<file path="config.mk">
export PLATFORM = sky130hd
export DESIGN_NAME = stop_mode_power_sequencer
export DESIGN_NICKNAME = d
export VERILOG_FILES = /design/src/core/stop_seq_pkg.sv /design/src/core/wake_tick_source.sv /design/src/core/stop_mode_power_sequencer.sv
export SDC_FILE = /design/constraint.sdc
export NUM_CORES = 1
export LEC_CHECK = 0
export ABC_AREA = 0
export BUFFER_PORTS_ARGS = -buffer_cell sky130_fd_sc_hd__buf_2
export CORE_MARGIN = 5
export CORE_UTILIZATION = 55
export DETAILED_ROUTE_END_ITERATION = 7
export GPL_ROUTABILITY_DRIVEN = 0
export PLACE_DENSITY = 0.82
export SLEW_MARGIN = 40
export SYNTH_ARGS = -nofsm -noshare
export SYNTH_HDL_FRONTEND = slang
export SYNTH_SLANG_ARGS = --single-unit
</file>
<file path="constraint.sdc">
create_clock -name clock -period 2.1 [get_ports clock]
set_input_delay 0.42 -clock clock [delete_from_list [all_inputs] [get_ports clock]]
set_output_delay 0.42 -clock clock [all_outputs]
set_load 0.02 [all_outputs]
</file>
<file path="src/core/stop_seq_pkg.sv">
// stop mode sequencer constants: mode codes, reset values, wake timer figures
// assumes a single 25 MHz system clock domain
package stop_seq_pkg;

  // --------------------------------------------------------------------------
  // modes
  // --------------------------------------------------------------------------
  typedef enum logic [1:0] {
    stop_none_req = 2'h0,
    stop1_req = 2'h1,
    stop2_req = 2'h2,
    stop3_req = 2'h3
  } stop_req_t;

  // --------------------------------------------------------------------------
  // timing and widths
  // --------------------------------------------------------------------------
  localparam int unsigned clock_hz = 25000000;
  localparam int unsigned wake_src_hz = 1000;
  localparam int unsigned wake_src_div = clock_hz / wake_src_hz;
  localparam int unsigned rate_width = 3;
  localparam logic [2:0] rate_off = 3'h0;
  localparam logic [2:0] rate_reset = 3'h0;
  localparam int unsigned wake_cnt_width = 16;
  localparam int unsigned div_width = 15;
  localparam int unsigned restart_hold_cycles = 4;
  localparam logic [2:0] restart_hold_last = 3'h3;

endpackage

</file>
<file path="src/core/wake_tick_source.sv">
// self-clocked periodic wake source, modelled as a divider of the system clock
// assumes enable drops whenever the source must stand still
`timescale 1ns/1ps
module wake_tick_source #(
  parameter int unsigned div_count = stop_seq_pkg::wake_src_div
) (
  input wire logic clock,
  input wire logic rst_b,
  input wire logic enable,
  output logic tick
);

  logic [stop_seq_pkg::div_width-1:0] div_reg;
  localparam logic [stop_seq_pkg::div_width-1:0] div_last =
    stop_seq_pkg::div_width'(div_count - 1);

  always_ff @(posedge clock) begin
    if (!rst_b || !enable) begin
      div_reg <= '0;
    end else if (div_reg == div_last) begin
      div_reg <= '0;
    end else begin
      div_reg <= div_reg + 1'b1;
    end
  end

  always_ff @(posedge clock) begin
    if (!rst_b || !enable) begin
      tick <= 1'b0;
    end else begin
      tick <= (div_reg == div_last);
    end
  end

endmodule

</file>
<file path="src/core/stop_mode_power_sequencer.sv">
// stop mode sequencer: takes the cpu stop request, gates peripherals, pins,
// clock generator, regulator and wake sources, and runs the restart
// assumes stop_request is a one-cycle pulse and wake inputs are synchronous
//
// Contract
// - any stop mode stops all peripheral clocks, even with debug entry enabled
// - stop3 leaves pins unchanged, held by their own driving logic
// - stop2 latches all pin states before stop is entered
// - stop1 forces every pin to its reset state on entry
// - stop3 keeps RAM and all registers
// - stop2 wake resets registers, RAM kept
// - pin latches stay closed after stop2 until acknowledge written; software restores
// - stop1 wake resets registers, RAM not guaranteed
// - program memory contents kept in every stop mode
// - stop3 clock generator standby, oscillator or reference kept only if enabled
// - stop2 and stop1 turn clock generator fully off
// - timer units halt in stop, reset after stop2 or stop1
// - converter standby in stop, no conversion, reset after stop2 or stop1
// - enabled keyboard pins can wake from stop3
// - keyboard unit disabled in stop1 and stop2, reset after wake
// - periodic timer wakes in stop2 and stop3, disabled in stop1
// - stop2 uses internal 1 kHz source; stop3 external or internal
// - debug enabled removes internal periodic clock in stop
// - async serial units halt in stop, reset after stop2 or stop1
// - spi unit halts in stop, reset after stop2 or stop1
// - two-wire unit halts in stop, reset after stop2 or stop1
// - regulator standby in stop unless low-voltage stop or debug enabled
// - stop1 or stop2 request becomes stop3 when debug or low-voltage stop enabled
// - stop2 wake flag set after stop2 wake, held until acknowledge
// - rate select zero disables periodic wake and its source
// - stop1 or stop2 wake restarts as power-on, cpu fetches reset vector
`timescale 1ns/1ps
module stop_mode_power_sequencer #(
  parameter int unsigned rate_w = stop_seq_pkg::rate_width,
  parameter int unsigned wake_div = stop_seq_pkg::wake_src_div
) (
  input wire logic clock,
  input wire logic rst_b,
  input wire logic stop_request,
  input wire logic [1:0] stop_mode_select,
  input wire logic debug_entry_enable,
  input wire logic low_voltage_stop_enable,
  input wire logic osc_keep_enable,
  input wire logic ref_keep_enable,
  input wire logic [rate_w-1:0] periodic_rate_select,
  input wire logic periodic_ext_clock_select,
  input wire logic periodic_ext_tick,
  input wire logic keyboard_wake_pending,
  input wire logic irq_wake_b,
  input wire logic reset_wake,
  input wire logic pin_latch_release_ack,
  output logic peripheral_clock_enable,
  output logic pin_latch_hold,
  output logic pin_force_reset,
  output logic register_reset,
  output logic ram_power_enable,
  output logic flash_retain,
  output logic osc_run,
  output logic ref_run,
  output logic regulator_standby,
  output logic timer_pwm_unit_reset,
  output logic analog_digital_converter_standby,
  output logic analog_digital_converter_reset,
  output logic keyboard_interrupt_unit_enable,
  output logic keyboard_interrupt_unit_reset,
  output logic periodic_wakeup_timer_run,
  output logic periodic_source_internal,
  output logic serial_units_reset,
  output logic stop2_wake_flag,
  output logic cpu_take_reset_vector,
  output logic cpu_take_interrupt,
  output logic [1:0] active_stop_mode
);

  // --------------------------------------------------------------------------
  // mode selection
  // --------------------------------------------------------------------------
  typedef enum {st_run, st_stop, st_restart} seq_state_t;

  seq_state_t state_reg;
  stop_seq_pkg::stop_req_t mode_reg;
  stop_seq_pkg::stop_req_t mode_next;
  logic [2:0] hold_reg;
  logic in_stop;
  logic rate_on;
  logic internal_src;
  logic internal_tick;
  logic timer_tick;
  logic periodic_wake;
  logic kbd_wake;
  logic any_wake;
  logic deep_wake;
  logic [stop_seq_pkg::wake_cnt_width-1:0] period_cnt_reg;
  logic [stop_seq_pkg::wake_cnt_width-1:0] period_last;

  function automatic logic [stop_seq_pkg::wake_cnt_width-1:0] rate_period(input logic [rate_w-1:0] rs);
    // ticks of the 1 kHz source per wake: 8, 32, 64, 128, 256, 512, 1024
    logic [stop_seq_pkg::wake_cnt_width-1:0] p;
    p = '0;
    unique case (rs)
      3'h1: p = 16'h0008;
      3'h2: p = 16'h0020;
      3'h3: p = 16'h0040;
      3'h4: p = 16'h0080;
      3'h5: p = 16'h0100;
      3'h6: p = 16'h0200;
      3'h7: p = 16'h0400;
      default: p = 16'h0001;
    endcase
    return p;
  endfunction

  always_comb begin
    mode_next = stop_seq_pkg::stop_req_t'(stop_mode_select);
    if (mode_next == stop_seq_pkg::stop_none_req) begin
      mode_next = stop_seq_pkg::stop3_req;
    end
    if (debug_entry_enable || low_voltage_stop_enable) begin
      mode_next = stop_seq_pkg::stop3_req;
    end
  end

  assign in_stop = (state_reg == st_stop);
  assign rate_on = (periodic_rate_select != stop_seq_pkg::rate_off);
  // internal source never runs in stop1 or with debug active
  assign internal_src = rate_on && !debug_entry_enable &&
    (mode_reg == stop_seq_pkg::stop2_req ||
     (mode_reg == stop_seq_pkg::stop3_req && !periodic_ext_clock_select));

  wake_tick_source #(
    .div_count(wake_div)
  ) u_wake_tick (
    .clock(clock),
    .rst_b(rst_b),
    .enable(in_stop && internal_src),
    .tick(internal_tick)
  );

  // --------------------------------------------------------------------------
  // periodic wake timer
  // --------------------------------------------------------------------------
  assign timer_tick = internal_src ? internal_tick :
    (periodic_ext_tick && mode_reg == stop_seq_pkg::stop3_req && periodic_ext_clock_select);
  assign period_last = rate_period(periodic_rate_select) - 1'b1;

  always_ff @(posedge clock) begin
    if (!rst_b || !in_stop || !rate_on || mode_reg == stop_seq_pkg::stop1_req) begin
      period_cnt_reg <= '0;
    end else if (timer_tick) begin
      period_cnt_reg <= (period_cnt_reg == period_last) ? '0 : period_cnt_reg + 1'b1;
    end
  end

  assign periodic_wake = in_stop && rate_on && timer_tick && (period_cnt_reg == period_last) &&
    (mode_reg != stop_seq_pkg::stop1_req);
  assign kbd_wake = keyboard_wake_pending && mode_reg == stop_seq_pkg::stop3_req;
  assign any_wake = reset_wake || !irq_wake_b || periodic_wake || kbd_wake;
  assign deep_wake = reset_wake || mode_reg != stop_seq_pkg::stop3_req;

  // --------------------------------------------------------------------------
  // sequencer
  // --------------------------------------------------------------------------
  always_ff @(posedge clock) begin
    if (!rst_b) begin
      state_reg <= st_run;
    end else begin
      unique case (state_reg)
        st_run: if (stop_request) state_reg <= st_stop;
        st_stop: if (any_wake) state_reg <= deep_wake ? st_restart : st_run;
        st_restart: if (hold_reg == stop_seq_pkg::restart_hold_last) state_reg <= st_run;
      endcase
    end
  end

  always_ff @(posedge clock) begin
    if (!rst_b) begin
      mode_reg <= stop_seq_pkg::stop3_req;
    end else if (state_reg == st_run && stop_request) begin
      mode_reg <= mode_next;
    end
  end

  always_ff @(posedge clock) begin
    if (!rst_b || state_reg != st_restart) begin
      hold_reg <= '0;
    end else begin
      hold_reg <= hold_reg + 1'b1;
    end
  end

  // --------------------------------------------------------------------------
  // pin latches and wake flag
  // --------------------------------------------------------------------------
  // latches survive the restart; only an acknowledge opens them
  always_ff @(posedge clock) begin
    if (!rst_b) begin
      pin_latch_hold <= 1'b0;
    end else if (state_reg == st_run && stop_request && mode_next == stop_seq_pkg::stop2_req) begin
      pin_latch_hold <= 1'b1;
    end else if (pin_latch_release_ack && state_reg == st_run) begin
      pin_latch_hold <= 1'b0;
    end
  end

  // set wins over an acknowledge in the same cycle
  always_ff @(posedge clock) begin
    if (!rst_b) begin
      stop2_wake_flag <= 1'b0;
    end else if (in_stop && any_wake && mode_reg == stop_seq_pkg::stop2_req) begin
      stop2_wake_flag <= 1'b1;
    end else if (pin_latch_release_ack && state_reg == st_run) begin
      stop2_wake_flag <= 1'b0;
    end
  end

  // --------------------------------------------------------------------------
  // power and clock controls
  // --------------------------------------------------------------------------
  always_ff @(posedge clock) begin
    if (!rst_b) begin
      peripheral_clock_enable <= 1'b1;
      pin_force_reset <= 1'b0;
      ram_power_enable <= 1'b1;
      flash_retain <= 1'b1;
      osc_run <= 1'b1;
      ref_run <= 1'b1;
      regulator_standby <= 1'b0;
      analog_digital_converter_standby <= 1'b0;
      keyboard_interrupt_unit_enable <= 1'b1;
      periodic_wakeup_timer_run <= 1'b0;
      periodic_source_internal <= 1'b0;
      active_stop_mode <= 2'h0;
    end else begin
      peripheral_clock_enable <= !in_stop;
      pin_force_reset <= in_stop && mode_reg == stop_seq_pkg::stop1_req;
      ram_power_enable <= !(in_stop && mode_reg == stop_seq_pkg::stop1_req);
      flash_retain <= 1'b1;
      osc_run <= !in_stop || (mode_reg == stop_seq_pkg::stop3_req && osc_keep_enable);
      ref_run <= !in_stop || (mode_reg == stop_seq_pkg::stop3_req && ref_keep_enable);
      regulator_standby <= in_stop && !low_voltage_stop_enable && !debug_entry_enable;
      analog_digital_converter_standby <= in_stop;
      keyboard_interrupt_unit_enable <= !in_stop || mode_reg == stop_seq_pkg::stop3_req;
      periodic_wakeup_timer_run <= in_stop && rate_on && mode_reg != stop_seq_pkg::stop1_req;
      periodic_source_internal <= in_stop && internal_src;
      active_stop_mode <= in_stop ? mode_reg : 2'h0;
    end
  end

  // --------------------------------------------------------------------------
  // restart and wake vectors
  // --------------------------------------------------------------------------
  // one reset strobe drives every block that loses state after a deep wake
  always_ff @(posedge clock) begin
    if (!rst_b) begin
      register_reset <= 1'b1;
      timer_pwm_unit_reset <= 1'b1;
      analog_digital_converter_reset <= 1'b1;
      keyboard_interrupt_unit_reset <= 1'b1;
      serial_units_reset <= 1'b1;
    end else begin
      register_reset <= state_reg == st_restart;
      timer_pwm_unit_reset <= state_reg == st_restart;
      analog_digital_converter_reset <= state_reg == st_restart;
      keyboard_interrupt_unit_reset <= state_reg == st_restart;
      serial_units_reset <= state_reg == st_restart;
    end
  end

  always_ff @(posedge clock) begin
    if (!rst_b) begin
      cpu_take_reset_vector <= 1'b0;
      cpu_take_interrupt <= 1'b0;
    end else begin
      cpu_take_reset_vector <= state_reg == st_restart &&
        hold_reg == stop_seq_pkg::restart_hold_last;
      cpu_take_interrupt <= in_stop && any_wake && !deep_wake;
    end
  end

endmodule

</file>
=== Word level (Yosys, flattened, before mapping) ===
Cells that the tools add are included.

* Logic and storage cells: 120
* Register bits after elaboration: 86
* Output and inout bits: 22

* Reduce and logical (&&, ||, !) cells: 57
* Add/sub/neg operators: 4
* Eq/ne operators: 24
* Multiplexer cells: 13

{| class="wikitable"
|+ Operators with widths
! kind !! count
|-
| $mux 32 || 3
|-
| $pmux 32 s3 || 1
|-
| $pmux 11 s7 || 1
|-
| $eq 32x2->1 const B || 2
|-
| $logic_not 32->1 || 2
|-
| $eq 32x1->1 const B || 1
|-
| $eq 32x3->1 const B || 1
|-
| $ne 32x3->1 const B || 1
|-
| $logic_and 1x1->1 || 24
|-
| $add 16x1->16 const B || 1
|-
| $eq 16x16->1 || 1
|-
| $mux 16 || 1
|-
| $sub 16x1->16 const B || 1
|-
| $add 15x1->15 const B || 1
|-
| $eq 15x15->1 const B || 1
|-
| $logic_or 1x1->1 || 14
|-
| $eq 3x3->1 const B || 4
|-
| $logic_not 1->1 || 10
|-
| $eq 3x2->1 const B || 3
|-
| $ne 2x2->1 const B || 4
|-
| $eq 2x2->1 const B || 3
|-
| $mux 2 || 3
|-
| $mux 1 || 4
|-
| $reduce_bool 2->1 || 2
|-
| 9 further kinds || 9
|}

=== Depth between registers and ports, before layout ===
Gate-level depths: netlist of the first run.

* Depth in word-level cells: 13
* Gate-level depth with buffers: 9

=== Hierarchy ===
From an unflattened synthesis of the first run, not the netlist that was laid out.

* Cells, all modules: 286
* Area total of the unflattened synthesis: 2570.0 µm²

{| class="wikitable"
|+ By module, submodules not included
! module !! cells an instance !! times used !! sequential area each (µm²) !! area an instance (µm²)
|-
| stop_mode_power_sequencer || 207 || 1 || 800.8 || 1846.8
|-
| wake_tick_source || 79 || 1 || 320.3 || 723.2
|}

=== Worst setup path before layout of the first run ===
No wires, ideal clock.

* Kind: input port to flip-flop
* From: in periodic_rate_select[2]
* To: reg period_cnt_reg[6] (netlist bit)
* Arrival time: 1.786 ns
* Path slack: 0.199 ns
* Data required time: 1.986 ns
* Stages: 8
* Path buffers: 2
* Path through: buf_6 or3_4 a41oi_4 and3b_1 buf_6 nand4_1 xor2_1 nor2_1

* Word-level cells in the longest chain between the ends: 5
* Elaborated cells on any way between the ends: 18

{| class="wikitable"
|+ Ends and longest elaborated chain
! element !! line !! source
|-
| from (decl) || stop_mode_power_sequencer.sv:45 || <nowiki>input wire logic [rate_w-1:0] periodic_rate_select,</nowiki>
|-
| $eq 3x3->1, or another cell as far along || stop_mode_power_sequencer.sv:100 || <nowiki>unique case (rs)</nowiki>
|-
| $pmux 11 s7 || stop_mode_power_sequencer.sv:100 ||
|-
| $sub 16x1->16 || stop_mode_power_sequencer.sv:144 || <nowiki>assign period_last = rate_period(periodic_rate_select) - 1'b1;</nowiki>
|-
| $eq 16x16->1 || stop_mode_power_sequencer.sv:150 || <nowiki>period_cnt_reg <= (period_cnt_reg == period_last) ? '0 : period_cnt_reg + 1'b1;</nowiki>
|-
| $mux 16 || stop_mode_power_sequencer.sv:150 ||
|-
| to (signal assigned) || stop_mode_power_sequencer.sv:150 ||
|-
| to (decl) || stop_mode_power_sequencer.sv:93 || <nowiki>logic [stop_seq_pkg::wake_cnt_width-1:0] period_cnt_reg;</nowiki>
|}

Several ways; a longest one is shown, not always the timed one.
A chain may end at the register's enable or synchronous reset.

=== Worst setup path after layout of the first run ===
* From: reg period_cnt_reg[6] (netlist bit)
* To: reg period_cnt_reg[12] (netlist bit)

* Word-level cells in the longest chain between the ends: 2
* Elaborated cells on any way between the ends: 3

{| class="wikitable"
|+ Ends and longest elaborated chain
! element !! line
|-
| $add 16x1->16 / $eq 16x16->1 (equally long branches) || stop_mode_power_sequencer.sv:150
|-
| $mux 16 * || stop_mode_power_sequencer.sv:150
|}

Mark *: on every way between the ends. The rest lies on a longest branch, timed or not.

==> results of run 1 <==
metal layers:
layer	vias up	GRT usage
li1	1032	-
met1	925	0.221
met2	67	0.260
met3	5	0.0475
met4	0	0.0653
met5	-	0
metrics by stage:
step | total power, mW | std cells
5_1_grt | 2.08 | 375
2_1_floorplan | 1.31 | 285
3_3_place_gp | 1.38 | 367
6_report | 1.96 | 375
3_5_place_dp | 1.38 | 367
4_1_cts | 1.99 | 375
how the worst min path moves through the flow:
stage	startpoint	to	depth (start not counted)
final	low_voltage_stop_enable	regulator_standby	2
after global routing	low_voltage_stop_enable	regulator_standby	2
after CTS	low_voltage_stop_enable	regulator_standby	2
after detailed placement	hold_reg[0]	hold_reg[0]	1
after global placement	hold_reg[0]	hold_reg[0]	1
after floorplan	hold_reg[0]	hold_reg[0]	1
cell families after synthesis:
group | count (synthesis)
and+or+nand+nor | 133
buffers and inverters | 30
xor gates and xnor gates | 27
adders and majority gates | 7
muxes | 3
AOI/OAI and AO/OA | 28
DFF | 56
other | 1
critical path, delay by kind of cell (launching register included):
kind	cells	cell delay, ns
simple gates	5	1.14
flops	1	0.38
buf+inv	1	0.15
compound gates	1	0.10
layout by cell type (no fill, tap or decap), drive strengths merged, types with 2 or more instances in the layout:
| master | synthesis | final |
|---|---|---|
| and2 | 3 | 3 |
| nor2 | 39 | 39 |
| a21oi | 8 | 8 |
| or3 | 6 | 6 |
| ha | 7 | 7 |
| nor4 | 9 | 9 |
| and3 | 7 | 7 |
| nor2b | 2 | 2 |
| nand3 | 11 | 11 |
| mux2i | 3 | 3 |
| o21ai | 7 | 7 |
| nor3 | 9 | 9 |
| nand4 | 8 | 8 |
| inv | 15 | 16 |
| nand2 | 29 | 29 |
| xnor2 | 11 | 11 |
| xor2 | 16 | 16 |
| o31ai | 2 | 2 |
| nand2b | 5 | 5 |
| buf | 12 | 45 |
| clkbuf | 3 | 5 |
| dfxtp | 56 | 56 |
layout make-up:
cell class              instances  area share
multi-input cells             199       0.432
clock inverters                 3     0.00980
repair buffers                 45      0.0909
inverters                      15      0.0201
well taps                      52      0.0232
flip-flops and latches         56       0.399
clock buffers                   5      0.0245
power by group:
group	switching, mW	internal, mW	total, mW	leakage, nW
combinational	0.157	0.0989	0.256	0.646
clock	0.359	0.245	0.604	0.0463
sequential	0.0124	1.09	1.10	0.453
total	0.529	1.44	1.96	1.15
==> out/summary.txt, run 1 <==
Hold_buf cts: 0
FFs w/ async S/R, synth: 0
WL met1: 2170 um
RSZ-0062 raised after global routing: false
Filler Cells Inserted: 359
Yosys top cell by area: dfxtp_1
Initial antenna violation count: 0
Die width: 77.4 um
Min-delay worst type: input pin to flip-flop
Fmax: 530 MHz
First-pass GRT wire length: 8290 um
Final setup fails: 0
Synth top cells by count: dfxtp_1 (56), nor2_1 (39), nand2_1 (29), xor2_1 (16), inv_1 (15)
Period utilisation layout: 0.899
DP HPWL: 3510 um
Vias in the first global route: 1885
Syn Area/Cell: 8.77 um2
TNS Setup: 0 ns
Clk sink count: 56
Routed WL per cell: 12.7 um
Met3 WL: 360 um
CTS tree: built
CTS Root Cell: clkbuf_8
Main combinational cell family by area after synthesis: simple AND/OR/NAND/NOR gates
Status: complete, no violations
Die height: 77.4 um
Static leakage: 1.15 nW
Detailed Routing Iterations Pass 1: 4
ANT nets after route: 0
I/O pins: 40
Synth top area share: 0.449
Sequential cell area: 1120 um2
Drt via density: 5.41
FF-to-FF End: period_cnt_reg[12]
XOR/XNOR Fraction of Synth Area: 0.0946
Die area: 5990 um2
Drt drc: 0
R2r worst-path depth: 7
Diode count: 0
Area grow syn2layout: 12.4%
Input/output buffers: 38
Cell area after synthesis: 2500 um2
Synth area leaders: dfxtp_1 (45%), nor2_1 (5.9%), xor2_1 (5.6%), nand2_1 (4.4%), xnor2_1 (3.9%)
Routed met2 length: 2180 um
Drt initial violations: 107
H-Tree Depth: 2
Final worst slack: 0.212 ns
DR vias: 2029
R2R setup slack: 0.21 ns
Worst path slowest cell: or3_1
Gr usage total: 0.168
Clock skew: 0.0134 ns
Proportion of layout cells with a drive suffix above 1: 0.173
Pins over their slew limit: 0
Final Hold Fails: 0
CP Capture Point: period_cnt_reg[12]
Core ar.: 4380 um2
Crit path time final: 1.89 ns
R2r startpoint: period_cnt_reg[6]
Final Net Count: 347
Final instance area: 2810 um2
Main synth FF type: dfxtp_1
Setup CP Type: flip-flop to flip-flop
Number of synthesized flops with an enable pin: 0
Worst hold slack: 0.302 ns
Synthesis-stage register bit count: 56
Synth Area in Adders: 0.0351
Worst-Skew Late Latency: 0.31 ns
Max FFs per register: 16
GRT overflow: 0
Worst EP required: 2.30 ns
Post-Syn Nets: 310
Final wirelength: 4750 um
Worst Setup End Kind: flip-flop
Post-Place Worst Slack: 0.0775 ns
Clk pin slew, worst setup/hold paths: 0.11 ns
Largest net degree at the start of global routing: 20
Post-Synth Simple-Gate Area: 0.263
CP Data Arrival Time: 2.09 ns
Seq/Total Area, Yosys: 0.449
Starting Density: 0.570
Power density over the cells: 700 nW/um2
Dpl cell area: 2710 um2
Total of cells resized after clock tree synthesis: 0
Crit path launch type: flip-flop
Compound-Gate Fraction of Synth Area: 0.0791
DR top layer: met4
Post-synthesis mux area share: 0.0120
YS warnings: 0
Mapped Cells: 285
CP peak stage delay: 0.40 ns
Crit-path cells: or3_1, nor4_1, a211oi_1, nor4_2, nand2b_1, buf_12, nor2_1
Max Cap Violations: 0
IR drop worst, VDD: 316 uV
TritonCTS Buffers: 5
Layout Utilization: 0.640
Multi-input logic area: 1210 um2
Rows: 24
Top-count cell post-synth: dfxtp_1
Bufs on Longest Clock Path: 2
Post-CTS setup buffer count: 0
Critical-path maximum fanout: 16
Critical path launch point: period_cnt_reg[6]
Synth unique cells: 43
No activity file was read; power rests on OpenSTA's default activity.
==> run 2, diff against run 1 <==
--- a/config.mk
+++ b/config.mk
@@ -8,10 +8,10 @@
 export ABC_AREA = 0
 export BUFFER_PORTS_ARGS = -buffer_cell sky130_fd_sc_hd__buf_2
 export CORE_MARGIN = 5
-export CORE_UTILIZATION = 55
+export CORE_UTILIZATION = 50
 export DETAILED_ROUTE_END_ITERATION = 7
 export GPL_ROUTABILITY_DRIVEN = 0
-export PLACE_DENSITY = 0.82
+export PLACE_DENSITY = 0.76
 export SLEW_MARGIN = 40
 export SYNTH_ARGS = -nofsm -noshare
 export SYNTH_HDL_FRONTEND = slang
==> out/summary.txt, run 2 (synthesis gave the netlist of run 1 again) <==
Status: complete, no violations (unchanged)
Max Cap Violations: 0 (unchanged)
DR vias: 1981 (was 2029)
Input/output buffers: 38 (unchanged)
Dpl cells: 383 (was 367)
Worst EP required: 2.29 ns (was 2.30 ns)
Total Power: 1.97 mW (was 1.96 mW)
Fmax: 532 MHz (was 530 MHz)
R2R setup slack: 0.22 ns (was 0.21 ns)
Hold Crit Start: low_voltage_stop_enable (unchanged)
Period utilisation layout: 0.895 (was 0.899)
Most common cell after layout, fill and taps aside: dfxtp_1 (unchanged)
TNS Setup: 0 ns (unchanged)
RSZ-0062 raised after global routing: false (unchanged)
ANT nets after route: 0 (unchanged)
Drt initial violations: 101 (was 107)
IR drop worst, VDD: 340 uV (was 316 uV)
R2r startpoint: period_cnt_reg[6] (unchanged)
Worst-Skew Late Latency: 0.32 ns (was 0.31 ns)
Met3 global-route usage: 0.0325 (was 0.0475)
Starting Density: 0.522 (was 0.570)
Clk sink count: 56 (unchanged)
Met1 Usage GRT: 0.203 (was 0.221)
Initial antenna violation count: 0 (unchanged)
DP HPWL: 3550 um (was 3510 um)
Hold_buf cts: 0 (unchanged)
Filler Cells Inserted: 456 (was 359)
Bufs on Longest Clock Path: 2 (unchanged)
Met2 usage: 0.256 (was 0.260)
Setup CP Type: flip-flop to flip-flop (unchanged)
Top Usage Layer GRT: met2 (unchanged)
TritonCTS Buffers: 5 (unchanged)
Proportion of layout cells with a drive suffix above 1: 0.176 (was 0.173)
Largest net degree at the start of global routing: 20 (unchanged)
CP Data Arrival Time: 2.07 ns (was 2.09 ns)
CTS Root Cell: clkbuf_8 (unchanged)
Area grow syn2layout: 12.9% (was 12.4%)
Min-Delay Path Depth: 2 (unchanged)
Routed WL per cell: 12.1 um (was 12.7 um)
Min-delay worst type: input pin to flip-flop (unchanged)
Commonest non-fill, non-tap cells in the layout: dfxtp_1 (56), nor2_1 (39), buf_2 (38) (unchanged)
Detailed Routing Iterations Pass 1: 4 (unchanged)
Final setup fails: 0 (unchanged)
Die height: 80.7 um (was 77.4 um)
Static leakage: 1.14 nW (was 1.15 nW)
Power density over the cells: 697 nW/um2 (was 700 nW/um2)
I/O pins: 40 (unchanged)
Diode count: 0 (unchanged)
Crit path time final: 1.88 ns (was 1.89 ns)
Clock skew: 0.0174 ns (was 0.0134 ns)
Drt via density: 5.07 (was 5.41)
Core ar.: 4790 um2 (was 4380 um2)
Post-CTS setup buffer count: 0 (unchanged)
Drt drc: 0 (unchanged)
FF-to-FF End: state_reg[1] (was period_cnt_reg[12])
R2r worst-path depth: 6 (was 7)
Final wirelength: 4730 um (was 4750 um)
Total of cells resized after clock tree synthesis: 0 (unchanged)
CTS tree: built (unchanged)
Vias in the first global route: 1817 (was 1885)
Rows: 25 (was 24)
Hold path endpoint: regulator_standby (unchanged)
Die width: 80.7 um (was 77.4 um)
Pins over their slew limit: 0 (unchanged)
First-pass GRT wire length: 8000 um (was 8290 um)
Critical-path maximum fanout: 5 (was 16)
H-Tree Depth: 2 (unchanged)
Final Net Count: 348 (was 347)
Finished Layout Cells: 391 (was 375)
Die area: 6510 um2 (was 5990 um2)
Worst Setup End Kind: flip-flop (unchanged)
Max FFs per register: 16 (unchanged)
Gr usage total: 0.157 (was 0.168)
Crit path launch type: flip-flop (unchanged)
Clk pin slew, worst setup/hold paths: 0.11 ns (about the same)
Final Hold Fails: 0 (unchanged)
GRT overflow: 0 (unchanged)
[run 2: cell types whose count changed in the layout (fill, tap and decap cells not counted), sizes merged]
| cell | before | now |
|---|---|---|
| buf | 45 | 46 |
[run 2: power by group]
group | internal [mW] | switching (mW)
clock | 0.245 | 0.366
sequential | 1.09 | 0.0126
combinational | 0.0956 | 0.157
total | 1.43 | 0.535
[run 2: area by class of cell]
class                   instances  area [um2]  share of cell area
repair buffers                 46         250              0.0887
inverters                      15        56.3              0.0200
multi-input cells             199        1210               0.430
clock buffers                   5        68.8              0.0244
well taps                      67        83.8              0.0297
clock inverters                 3        27.5             0.00976
flip-flops and latches         56        1120               0.397
[run 2: how the worst max path moves through the flow]
| stage | startpoint | end | slack [ns] |
|---|---|---|---|
| 2_1_floorplan | periodic_rate_select[2] | period_cnt_reg[6] | 0.20 |
| 3_3_place_gp | periodic_rate_select[2] | state_reg[1] | 0.11 |
| 3_5_place_dp | periodic_rate_select[2] | period_cnt_reg[14] | 0.08 |
| 4_1_cts | period_cnt_reg[6] | period_cnt_reg[14] | 0.23 |
| 5_1_grt | period_cnt_reg[6] | stop2_wake_flag | 0.01 |
| 6_report | period_cnt_reg[6] | state_reg[1] | 0.22 |
[run 2: per-stage QoR]
stage	hold WS, ns	worst slack, ns	cell area, um2	utilization
3_5_place_dp	0.420	0.0798	2730	0.569
6_report	0.274	0.220	2820	0.590
3_3_place_gp	0.411	0.112	2730	0.569
2_1_floorplan	0.397	0.199	2500	-
4_1_cts	0.277	0.231	2820	0.590
5_1_grt	0.277	0.0147	2820	0.590
[run 2: metal layers]
metal,part of all wire,vias to the layer above
met5,0,-
met4,0.015,0
met3,0.068,8
met2,0.43,59
met1,0.48,881
li1,-,1033
[run 2: worst max-delay path, cell delays in order, from the launching register on]
cell and delay [ns]:
dfxtp_1 0.37, or3_1 0.39, nor4_1 0.20, a211oi_1 0.11
nor4_1 0.34, a31oi_1 0.20, mux2i_1 0.15
